### src/hdl/sdc_pkg.sv
// Shared constants, command codes and carrier types for the command decoder
package sdc_pkg;
  // ----------------------------------------
  // Geometry
  // ----------------------------------------
  localparam int BANKS = 8;
  localparam int BA_W = 3;
  localparam int ADDR_W = 14;
  localparam int DQ_W = 8;
  localparam int IMP_W = 6;
  localparam int AP_BIT = 10;
  localparam int CHOP_BIT = 12;
  // ----------------------------------------
  // Timing
  // ----------------------------------------
  localparam int CLK_NS = 50;
  localparam int SHORT_CAL_WINDOW_CK = 64;
  localparam int ROW_PRECHARGE_NS = 15;
  localparam int ROW_PRECHARGE_CYC = (ROW_PRECHARGE_NS + CLK_NS - 1) / CLK_NS;
  localparam int REFRESH_CYCLE_NS = 110;
  localparam int REFRESH_CYCLE_CYC = (REFRESH_CYCLE_NS + CLK_NS - 1) / CLK_NS;
  localparam int FULL_BURST_EIGHT = 8;
  localparam int CHOPPED_BURST_FOUR = 4;
  // ----------------------------------------
  // Reset values and codes
  // ----------------------------------------
  localparam logic [IMP_W-1:0] IMP_RESET = 6'h20;
  localparam logic [IMP_W-1:0] IMP_MAX = 6'h3F;
  localparam logic [2:0] CMD_ACT = 3'h3;
  localparam logic [2:0] CMD_RD = 3'h5;
  localparam logic [2:0] CMD_WR = 3'h4;
  localparam logic [2:0] CMD_PRE = 3'h2;
  localparam logic [2:0] CMD_REF = 3'h1;
  localparam logic [2:0] CMD_ZQ = 3'h6;
  typedef enum logic [2:0] {BK_IDLE = 3'h1, BK_ACTIVE = 3'h2, BK_PRECH = 3'h4} sdc_bank_st_t;
  typedef enum logic [2:0] {BR_IDLE = 3'h1, BR_READ = 3'h2, BR_WRITE = 3'h4} sdc_burst_st_t;
  typedef struct packed {
    logic cs_n;
    logic ras_n;
    logic cas_n;
    logic we_n;
    logic cke;
    logic [BA_W-1:0] ba;
    logic [ADDR_W-1:0] addr;
  } sdc_pins_t;
  typedef struct packed {
    logic write_byte_mask;
    logic [DQ_W-1:0] dq;
  } sdc_wbeat_t;
endpackage

### src/hdl/sdc_bank.sv
// One bank: idle, active with an open row, or precharging
`timescale 1ns/100ps
module sdc_bank #(
  parameter int ROW_W = 14
) (
  // Clock and reset
  input wire logic clk_sys,
  input wire logic rst_n,
  // Commands
  input wire logic act_i,
  input wire logic pre_i,
  input wire logic [ROW_W-1:0] row_i,
  // State
  output sdc_pkg::sdc_bank_st_t state_q,
  output logic [ROW_W-1:0] row_q
);
  logic [3:0] timer_q;

  always_ff @(posedge clk_sys)
  begin
    if (!rst_n)
    begin
      state_q <= sdc_pkg::BK_IDLE;
      timer_q <= 4'h0;
      row_q <= '0;
    end
    else
    begin
      case (state_q)
        sdc_pkg::BK_IDLE:
        begin
          if (act_i)
          begin
            state_q <= sdc_pkg::BK_ACTIVE;
            row_q <= row_i;
          end
        end
        sdc_pkg::BK_ACTIVE:
        begin
          if (pre_i)
          begin
            state_q <= sdc_pkg::BK_PRECH;
            timer_q <= 4'(sdc_pkg::ROW_PRECHARGE_CYC);
          end
        end
        sdc_pkg::BK_PRECH:
        begin
          if (pre_i)
            timer_q <= 4'(sdc_pkg::ROW_PRECHARGE_CYC);
          else if (timer_q <= 4'h1)
            state_q <= sdc_pkg::BK_IDLE;
          else
            timer_q <= timer_q - 4'h1;
        end
        default:
          state_q <= sdc_pkg::BK_IDLE;
      endcase
    end
  end
endmodule

### src/hdl/sdc_core.sv
// Command decoder, bank tracking, burst engine, refresh and short calibration
`timescale 1ns/100ps
// Summary of operation
// Short calibration nudges impedance within 64 clocks
// Activate opens row until bank precharge
// Controller precharges before another row opens
// Low column bits set burst start order
// Auto-precharge bit closes row after read or write burst
// Chop bit picks four or eight beats
// Started bursts always run to completion
// Read and write decoded from pin pattern
// Write bursts into open row of bank
// Masked write bytes are left unchanged
// Controller waits precharge time before activate
// Other-bank access allowed during auto-precharge
// Auto-precharge bit high on precharge closes every bank
// Controller activates before reading or writing
// Precharge to idle bank is no-op
// Refresh uses internal row counter
// Controller refreshes every 7.8 or 3.9 us
// Only no-ops until refresh cycle ends
// At most eight refreshes postponed
// Beyond eight allowed within 64 ms
// Clock gate high for precharge, activate, refresh
// First write 512 clocks after reference valid
// Commands sampled at input clock rising edge
// Refresh with clock gate falling enters self refresh
// Commands checked against per-bank state
module sdc_core #(
  parameter int ROW_W = 14
) (
  // Clock and reset
  input wire logic clk_sys,
  input wire logic rst_n,
  // Device pins
  input wire logic ck,
  input sdc_pkg::sdc_pins_t pins,
  input sdc_pkg::sdc_wbeat_t wbeat,
  input wire logic imp_cmp,
  // Configuration
  input wire logic otf_enable,
  input wire logic fixed_chop,
  input wire logic interleave,
  // Read data
  output logic [sdc_pkg::DQ_W-1:0] rd_data_q,
  output logic rd_valid_q,
  // Status
  output logic store_en_q,
  output logic [2:0] beat_col_q,
  output logic [3:0] burst_len_q,
  output logic [sdc_pkg::BANKS-1:0] bank_open_q,
  output logic [15:0] refresh_row_q,
  output logic refresh_busy_q,
  output logic self_ref_q,
  output logic cal_busy_q,
  output logic [sdc_pkg::IMP_W-1:0] imp_code_q,
  output logic cmd_error_q
);
  // ----------------------------------------
  // Pin synchronisers
  // ----------------------------------------
  logic ck_s1_q, ck_s2_q, ck_s3_q;
  sdc_pkg::sdc_pins_t pins_s1_q, pins_s2_q;
  sdc_pkg::sdc_wbeat_t wb_s1_q, wb_s2_q;
  logic cmp_s1_q, cmp_s2_q;

  always_ff @(posedge clk_sys)
  begin
    if (!rst_n)
    begin
      ck_s1_q <= 1'b0;
      ck_s2_q <= 1'b0;
      ck_s3_q <= 1'b0;
      pins_s1_q <= '1;
      pins_s2_q <= '1;
      wb_s1_q <= '1;
      wb_s2_q <= '1;
      cmp_s1_q <= 1'b0;
      cmp_s2_q <= 1'b0;
    end
    else
    begin
      ck_s1_q <= ck;
      ck_s2_q <= ck_s1_q;
      ck_s3_q <= ck_s2_q;
      pins_s1_q <= pins;
      pins_s2_q <= pins_s1_q;
      wb_s1_q <= wbeat;
      wb_s2_q <= wb_s1_q;
      cmp_s1_q <= imp_cmp;
      cmp_s2_q <= cmp_s1_q;
    end
  end

  // ----------------------------------------
  // Command decode
  // ----------------------------------------
  logic ck_rise, ck_edge, cke_prev_q, cmd_ok, ap_bit, chop_select_bit;
  logic [2:0] cmd;
  logic [sdc_pkg::BA_W-1:0] cmd_ba;
  logic [sdc_pkg::BANKS-1:0] act_vec, pre_vec, bank_act_w, bank_idle_w;
  sdc_pkg::sdc_bank_st_t bank_st [sdc_pkg::BANKS];
  logic all_idle, act_go, pre_all, ref_ok, sr_entry, zq_go, rw_req, rw_go;
  logic beat_go, beat_last, ap_done;
  sdc_pkg::sdc_burst_st_t burst_q;
  logic [sdc_pkg::BA_W-1:0] burst_bank_q;

  assign ck_rise = ck_s2_q & ~ck_s3_q;
  assign ck_edge = ck_s2_q ^ ck_s3_q;
  assign cmd = {pins_s2_q.ras_n, pins_s2_q.cas_n, pins_s2_q.we_n};
  assign cmd_ba = pins_s2_q.ba;
  assign ap_bit = pins_s2_q.addr[sdc_pkg::AP_BIT];
  assign chop_select_bit = pins_s2_q.addr[sdc_pkg::CHOP_BIT];
  assign cmd_ok = ck_rise & ~pins_s2_q.cs_n & cke_prev_q & pins_s2_q.cke & ~self_ref_q;
  assign all_idle = &bank_idle_w;
  assign act_go = cmd_ok & (cmd == sdc_pkg::CMD_ACT) & bank_idle_w[cmd_ba];
  assign pre_all = cmd_ok & (cmd == sdc_pkg::CMD_PRE) & ap_bit;
  assign ref_ok = cmd_ok & (cmd == sdc_pkg::CMD_REF) & all_idle;
  assign sr_entry = ck_rise & ~pins_s2_q.cs_n & cke_prev_q & ~pins_s2_q.cke & ~self_ref_q
                    & (cmd == sdc_pkg::CMD_REF) & all_idle;
  assign zq_go = cmd_ok & (cmd == sdc_pkg::CMD_ZQ) & ~ap_bit & ~cal_busy_q;
  assign rw_req = cmd_ok & ((cmd == sdc_pkg::CMD_RD) | (cmd == sdc_pkg::CMD_WR));
  assign rw_go = rw_req & (burst_q == sdc_pkg::BR_IDLE) & bank_act_w[cmd_ba];

  always_ff @(posedge clk_sys)
  begin
    if (!rst_n)
      cke_prev_q <= 1'b0;
    else if (ck_rise)
      cke_prev_q <= pins_s2_q.cke;
  end

  // ----------------------------------------
  // Banks
  // ----------------------------------------
  genvar gb;
  generate
    for (gb = 0; gb < sdc_pkg::BANKS; gb++)
    begin : g_bank
      assign act_vec[gb] = act_go & (cmd_ba == sdc_pkg::BA_W'(gb));
      assign pre_vec[gb] = (cmd_ok & (cmd == sdc_pkg::CMD_PRE)
                            & (ap_bit | (cmd_ba == sdc_pkg::BA_W'(gb))))
                           | (ap_done & (burst_bank_q == sdc_pkg::BA_W'(gb)));
      assign bank_act_w[gb] = bank_st[gb] == sdc_pkg::BK_ACTIVE;
      assign bank_idle_w[gb] = bank_st[gb] == sdc_pkg::BK_IDLE;
      sdc_bank #(.ROW_W(ROW_W)) u_bank (
        .clk_sys(clk_sys),
        .rst_n(rst_n),
        .act_i(act_vec[gb]),
        .pre_i(pre_vec[gb]),
        .row_i(pins_s2_q.addr[ROW_W-1:0]),
        .state_q(bank_st[gb]),
        .row_q()
      );
    end
  endgenerate

  always_ff @(posedge clk_sys)
  begin
    if (!rst_n)
      bank_open_q <= '0;
    else
      bank_open_q <= bank_act_w;
  end

  // ----------------------------------------
  // Burst engine
  // ----------------------------------------
  logic burst_ap_q, burst_chop_q, burst_il_q;
  logic [2:0] start_q, beat_q, col_w;
  logic [sdc_pkg::DQ_W-1:0] buf_q [8];
  logic chop_pick;

  assign chop_pick = otf_enable ? ~chop_select_bit : fixed_chop;
  assign beat_go = (burst_q != sdc_pkg::BR_IDLE) & ck_edge;
  assign beat_last = beat_go & (beat_q == (burst_chop_q ? 3'h3 : 3'h7));
  assign ap_done = beat_last & burst_ap_q;
  assign col_w = burst_il_q ? (start_q ^ beat_q)
                 : {start_q[2] ^ beat_q[2], start_q[1:0] + beat_q[1:0]};

  always_ff @(posedge clk_sys)
  begin
    if (!rst_n)
    begin
      burst_q <= sdc_pkg::BR_IDLE;
      burst_bank_q <= '0;
      burst_ap_q <= 1'b0;
      burst_chop_q <= 1'b0;
      burst_il_q <= 1'b0;
      start_q <= 3'h0;
      beat_q <= 3'h0;
      burst_len_q <= 4'h0;
    end
    else
    begin
      case (burst_q)
        sdc_pkg::BR_IDLE:
        begin
          if (rw_go)
          begin
            burst_q <= (cmd == sdc_pkg::CMD_WR) ? sdc_pkg::BR_WRITE : sdc_pkg::BR_READ;
            burst_bank_q <= cmd_ba;
            burst_ap_q <= ap_bit;
            burst_chop_q <= chop_pick;
            burst_len_q <= chop_pick ? 4'(sdc_pkg::CHOPPED_BURST_FOUR)
                           : 4'(sdc_pkg::FULL_BURST_EIGHT);
            burst_il_q <= interleave;
            start_q <= pins_s2_q.addr[2:0];
            beat_q <= 3'h0;
          end
        end
        sdc_pkg::BR_READ, sdc_pkg::BR_WRITE:
        begin
          if (beat_last)
            burst_q <= sdc_pkg::BR_IDLE;
          if (beat_go)
            beat_q <= beat_q + 3'h1;
        end
        default:
          burst_q <= sdc_pkg::BR_IDLE;
      endcase
    end
  end

  always_ff @(posedge clk_sys)
  begin
    if (!rst_n)
    begin
      rd_data_q <= '0;
      rd_valid_q <= 1'b0;
      store_en_q <= 1'b0;
      beat_col_q <= 3'h0;
      for (int i = 0; i < 8; i++)
        buf_q[i] <= '0;
    end
    else
    begin
      rd_valid_q <= beat_go & (burst_q == sdc_pkg::BR_READ);
      store_en_q <= beat_go & (burst_q == sdc_pkg::BR_WRITE) & ~wb_s2_q.write_byte_mask;
      if (beat_go)
      begin
        beat_col_q <= col_w;
        if (burst_q == sdc_pkg::BR_READ)
          rd_data_q <= buf_q[col_w];
        else if (!wb_s2_q.write_byte_mask)
          buf_q[col_w] <= wb_s2_q.dq;
      end
    end
  end

  // ----------------------------------------
  // Refresh, self refresh and errors
  // ----------------------------------------
  logic [3:0] ref_cnt_q;

  always_ff @(posedge clk_sys)
  begin
    if (!rst_n)
    begin
      refresh_row_q <= 16'h0000;
      ref_cnt_q <= 4'h0;
      refresh_busy_q <= 1'b0;
      self_ref_q <= 1'b0;
    end
    else
    begin
      if (ref_ok | sr_entry)
        refresh_row_q <= refresh_row_q + 16'h0001;
      if (ref_ok)
      begin
        ref_cnt_q <= 4'(sdc_pkg::REFRESH_CYCLE_CYC);
        refresh_busy_q <= 1'b1;
      end
      else if (ref_cnt_q > 4'h1)
        ref_cnt_q <= ref_cnt_q - 4'h1;
      else
      begin
        ref_cnt_q <= 4'h0;
        refresh_busy_q <= 1'b0;
      end
      if (sr_entry)
        self_ref_q <= 1'b1;
      else if (self_ref_q & pins_s2_q.cke)
        self_ref_q <= 1'b0;
    end
  end

  always_ff @(posedge clk_sys)
  begin
    if (!rst_n)
      cmd_error_q <= 1'b0;
    else
      cmd_error_q <= (cmd_ok & (cmd == sdc_pkg::CMD_ACT) & ~bank_idle_w[cmd_ba])
                     | (rw_req & ~rw_go)
                     | (cmd_ok & (cmd == sdc_pkg::CMD_REF) & ~all_idle);
  end

  // ----------------------------------------
  // Short impedance calibration
  // ----------------------------------------
  logic [6:0] cal_cnt_q;

  always_ff @(posedge clk_sys)
  begin
    if (!rst_n)
    begin
      cal_cnt_q <= 7'h00;
      cal_busy_q <= 1'b0;
      imp_code_q <= sdc_pkg::IMP_RESET;
    end
    else if (zq_go)
    begin
      cal_cnt_q <= 7'(sdc_pkg::SHORT_CAL_WINDOW_CK);
      cal_busy_q <= 1'b1;
    end
    else if (cal_busy_q & ck_rise)
    begin
      cal_cnt_q <= cal_cnt_q - 7'h01;
      if (cal_cnt_q == 7'h01)
      begin
        cal_busy_q <= 1'b0;
        if (cmp_s2_q && imp_code_q != sdc_pkg::IMP_MAX)
          imp_code_q <= imp_code_q + 6'h01;
        else if (!cmp_s2_q && imp_code_q != 6'h00)
          imp_code_q <= imp_code_q - 6'h01;
      end
    end
  end
endmodule

### config.mk
export PLATFORM = sky130hd
export DESIGN_NAME = sdc_core
export DESIGN_NICKNAME = d
export VERILOG_FILES = /design/src/hdl/sdc_pkg.sv /design/src/hdl/sdc_bank.sv /design/src/hdl/sdc_core.sv
export SDC_FILE = /design/constraint.sdc
export NUM_CORES = 1
export LEC_CHECK = 0
export BUFFER_PORTS_ARGS = -buffer_cell sky130_fd_sc_hd__buf_2
export CORE_AREA = 2 2 163 165
export DETAILED_ROUTE_END_ITERATION = 7
export DIE_AREA = 0 0 165 167
export PLACE_DENSITY = 0.74
export SYNTH_ARGS = -nofsm -noshare
export SYNTH_HDL_FRONTEND = slang
export SYNTH_SLANG_ARGS = --single-unit
### constraint.sdc
create_clock -name clk_sys -period 2.65 [get_ports clk_sys]
set_clock_uncertainty 0.05 [all_clocks]
set_input_delay 0 -clock clk_sys [delete_from_list [all_inputs] [get_ports clk_sys]]
set_output_delay 0 -clock clk_sys [all_outputs]
set_load 0.005 [all_outputs]
==> flow_metrics.env <==
export IMPL_tritoncts="yes"
export IMPL_cp_depth=5
export IMPL_fin_crit_sh_pct=96.14
export IMPL_cts_buffers=27
export IMPL_finalHoldViolCount=0
export IMPL_crit_end="g_bank[4].u_bank.timer_q[3]"
export IMPL_drc=0
export IMPL_critical_path_startpoint="cmd_ba[2]"
export IMPL_die_w_um=165
export IMPL_critPathMaxStageDelay_ps=650
export IMPL_grt_max_degree=147
export IMPL_r2r_slack_ps=100
export IMPL_worstPathMaxFanout=14
export IMPL_finalMaxSlewViolations=0
export IMPL_areaGrowthSynthToFinish_pct=18.01
export IMPL_placedInstanceArea_um2=12210
export IMPL_end_kind="flop"
export IMPL_synthCells=1157
export IMPL_coreArea_um2=25760
export IMPL_ys_seq_elements=244
export IMPL_worstMarginPinSlew_ps=609.4
export IMPL_synth_simple_area_share_pct=25.49
export IMPL_place_ws_ps=170.7
export IMPL_routed_wl_um=25500
export IMPL_critPathRequiredTime_ps=3030
export IMPL_start_util_pct=44.21
export IMPL_rsz0062_at_grt="no"
export IMPL_drtIter0Drc=798
export IMPL_cts_sinks=244
export IMPL_synth_xor_area_share_pct=2.615
export IMPL_grt_pass1_vias=8406
export IMPL_min_path_type="input port to flop"
export IMPL_io_buffers=77
export IMPL_hold_worst_slack_ps=122.9
export IMPL_synthAdderAreaFrac_pct=3.252
export IMPL_ant_nets=0
export IMPL_r2r_start="cmd_ba[2]"
export IMPL_grt_pass1_wl_um=41520
export IMPL_num_fill_cells=2250
export IMPL_worstPathCellList="or3b_1 -> a211o_1 -> a311o_1 -> and3_4 -> o31a_1"
export IMPL_dieArea_um2=27560
export IMPL_async_flop_share_pct=0
export IMPL_fin_cells=1630
export IMPL_arrival_ps=2920
export IMPL_rr_endpoint="g_bank[4].u_bank.timer_q[3]"
export IMPL_viasPerCell=5.415
export IMPL_drive_gt1_share_pct=15.21
export IMPL_ys_flop_type="dfxtp_1"
export IMPL_nets=1341
export IMPL_ys_seq_area_share_pct=48.51
export IMPL_min_period_ps=2548
export IMPL_route_vias_total=8826
export IMPL_synthesis_area_um2=11390
export IMPL_fin_area_um2=13440
export IMPL_finalPower_mw=8.181
export IMPL_antenna_found_initial=0
export IMPL_yosysWarnings=0
export IMPL_clockBufferDepth=3
export IMPL_ys_types=78
export IMPL_max_slew_margin_pct=59.29
export IMPL_die_y_um=167
export IMPL_postSynthAreaPerCell_um2=9.844
export IMPL_htreeDepth=1
export IMPL_synth_mux_area_share_pct=4.449
export IMPL_gr_usage_all_layers_pct=18.48
export IMPL_synth_edff_count=64
export IMPL_postLayoutCoreUtil_pct=52.17
export IMPL_critPathLaunchType="flop"
export IMPL_r2r_cells=5
export IMPL_fin_setup_tns_ps=0
export IMPL_cellLeakagePower_nw=5.158
export IMPL_dp_hpwl_um=17130
export IMPL_fin_ws_ps=102.4
export IMPL_gr_total_overflow=0
export IMPL_powerDensity_nw_per_um2=608.7
export IMPL_status="finished, final reports clean"
export IMPL_ios=89
export IMPL_gp_congestion=0.8419
export IMPL_path_buf_inv=0
export IMPL_insertion_delay_ps=540
export IMPL_multi_input_area_um2=5448
export IMPL_core_rowCount=59
export IMPL_setup_viol=0
export IMPL_drv_cap=0
export IMPL_synth_top_family_by_area="simple AND/OR/NAND/NOR gates"
export IMPL_root_buffer="clkbuf_16"
export IMPL_seqCellArea_um2=5525
export IMPL_fmax_mhz=392.5
export IMPL_critPathTopFamily="compound AO/OA/AOI/OAI gates"
export IMPL_ir_drop_v=0.0004854
export IMPL_antennaDiodeCount=0
export IMPL_criticalPathCategory="flop to flop"
export IMPL_synth_compound_area_share_pct=11.89
export IMPL_worst_path_max_delay_cell="dfxtp_1"
export IMPL_wire_per_inst_um=15.64
export IMPL_dr_pass1_iters=5
export IMPL_path_clk_slew_ps=60
export IMPL_placed_cells=1551
[worst reg2reg max path, delay by kind of cell, from the launching register on]
family	cells	cell delay (ps)
simple gates	2	690
compound gates	3	1050
flops	1	650
[cells in the mapped netlist, types with 4 or more instances]
| cell | instances | area [um2] |
|---|---|---|
| dfxtp_1 | 180 | 3603 |
| nand2_1 | 84 | 315.3 |
| and2_1 | 81 | 506.7 |
| nor2_1 | 77 | 289.0 |
| nand2b_1 | 67 | 419.2 |
| edfxtp_1 | 64 | 1922 |
| mux2i_1 | 45 | 450.4 |
| inv_1 | 43 | 161.4 |
| nor3_1 | 38 | 190.2 |
| o21ai_0 | 38 | 190.2 |
| clkbuf_1 | 32 | 120.1 |
| ha_1 | 28 | 350.3 |
| xnor2_1 | 28 | 245.2 |
| a21oi_1 | 27 | 135.1 |
| nand3_1 | 23 | 115.1 |
| nor3b_1 | 19 | 142.6 |
| nor4_1 | 19 | 118.9 |
| or3_1 | 19 | 118.9 |
| a31oi_1 | 17 | 106.4 |
| nand4_1 | 17 | 106.4 |
| nor2b_1 | 17 | 106.4 |
| and4_1 | 11 | 96.34 |
| o221a_2 | 11 | 123.9 |
| a211oi_1 | 10 | 75.07 |
| o22a_1 | 8 | 70.07 |
| a211o_1 | 7 | 61.31 |
| buf_2 | 7 | 35.03 |
| nand3b_1 | 7 | 52.55 |
| o31ai_1 | 7 | 52.55 |
| a21o_1 | 6 | 45.04 |
| a221oi_1 | 6 | 52.55 |
| o21a_1 | 6 | 45.04 |
| xor2_1 | 6 | 52.55 |
| buf_1 | 5 | 18.77 |
| buf_4 | 5 | 37.54 |
| buf_6 | 5 | 56.30 |
| o211ai_1 | 5 | 37.54 |
| a31o_2 | 4 | 35.03 |
| and4b_1 | 4 | 40.04 |
| o21ai_1 | 4 | 20.02 |
| o21ba_2 | 4 | 40.04 |
| o221ai_1 | 4 | 35.03 |
| o22ai_1 | 4 | 25.02 |
| or3b_2 | 4 | 35.03 |
[final cells by class]
| class | count | area share, % |
|---|---|---|
| Clock inverter | 12 | 1.136 |
| Clock buffer | 38 | 5.809 |
| Sequential cell | 244 | 41.11 |
| Tap cell | 335 | 3.119 |
| Timing Repair Buffer | 141 | 7.094 |
| Inverter | 43 | 1.201 |
| Multi-Input combinational cell | 817 | 40.53 |
[worst min-delay path by stage]
| stage | from | end | slack (ps) | depth (start not counted) |
|---|---|---|---|---|
| floorplan | pins[0] | pins_s1_q[0] | 50 | 1 |
| detailed placement | wbeat[0] | wb_s1_q[0] | 130 | 2 |
| finish | pins[12] | pins_s1_q[12] | 120 | 3 |
| global route | wbeat[7] | wb_s1_q[7] | 130 | 3 |
| global placement | pins[15] | pins_s1_q[15] | 130 | 2 |
| CTS | pins[16] | pins_s1_q[16] | 100 | 3 |
[where the power goes]
part | switching [mW] | internal (mW) | total, mW
sequential | 0.0617 | 3.91 | 3.97
combinational | 0.184 | 0.168 | 0.352
clock | 1.50 | 2.35 | 3.85
[flip-flops by register name (all words and copies together), names as in the netlist, 5 cells and up]
| signal | flops |
|---|---|
| bank_open_q | 8 |
| buf_q | 64 |
| cal_cnt_q | 7 |
| g_bank.u_bank.state_q | 24 |
| g_bank.u_bank.timer_q | 32 |
| imp_code_q | 6 |
| pins_s1_q | 13 |
| pins_s2_q | 5 |
| rd_data_q | 8 |
| refresh_row_q | 16 |
| wb_s1_q | 9 |
| wb_s2_q | 9 |
[routing by layer]
metal | vias up | GRT usage, % | wire length [um]
li1 | 4385 | - | -
met1 | 4185 | 24.82 | 11570
met2 | 199 | 30.36 | 12140
met3 | 57 | 2.814 | 1041
met4 | 0 | 6.125 | 748
met5 | - | 0 | 0
[logic make-up after synthesis]
logic type | Yosys count
fa+ha+maj | 29
buf+inv | 97
other cells | 1
flops | 244
compound gates | 190
mux | 49
simple gates | 513
xor+xnor | 34
[cells in the final DEF (no fill, tap or decap), drive strengths merged, types with 8 or more instances in the layout]
master and instances:
dfxtp 180, buf 112, nand2 84, and2 81
nor2 77, nand2b 67, edfxtp 64, mux2i 45
inv 43, o21ai 42, nor3 38, clkbuf 38
dlygate4sd3 29, xnor2 28, ha 28, a21oi 27
nand3 23, nor3b 22, or3 19, nor4 19
nand4 17, nor2b 17, a31oi 17, o221a 11
and4 11, a211oi 11, o22a 8, a211o 8
clkinv 8
[repair_timing]
action | CTS | global route
hold endpoints to repair | 47 | 0
endpoints found under the setup margin | 0 | 9
gates resized for setup | 0 | 2
buffers inserted | 0 | 0
hold buffers | 29 | 0
No activity file was read; power rests on OpenSTA's default activity.
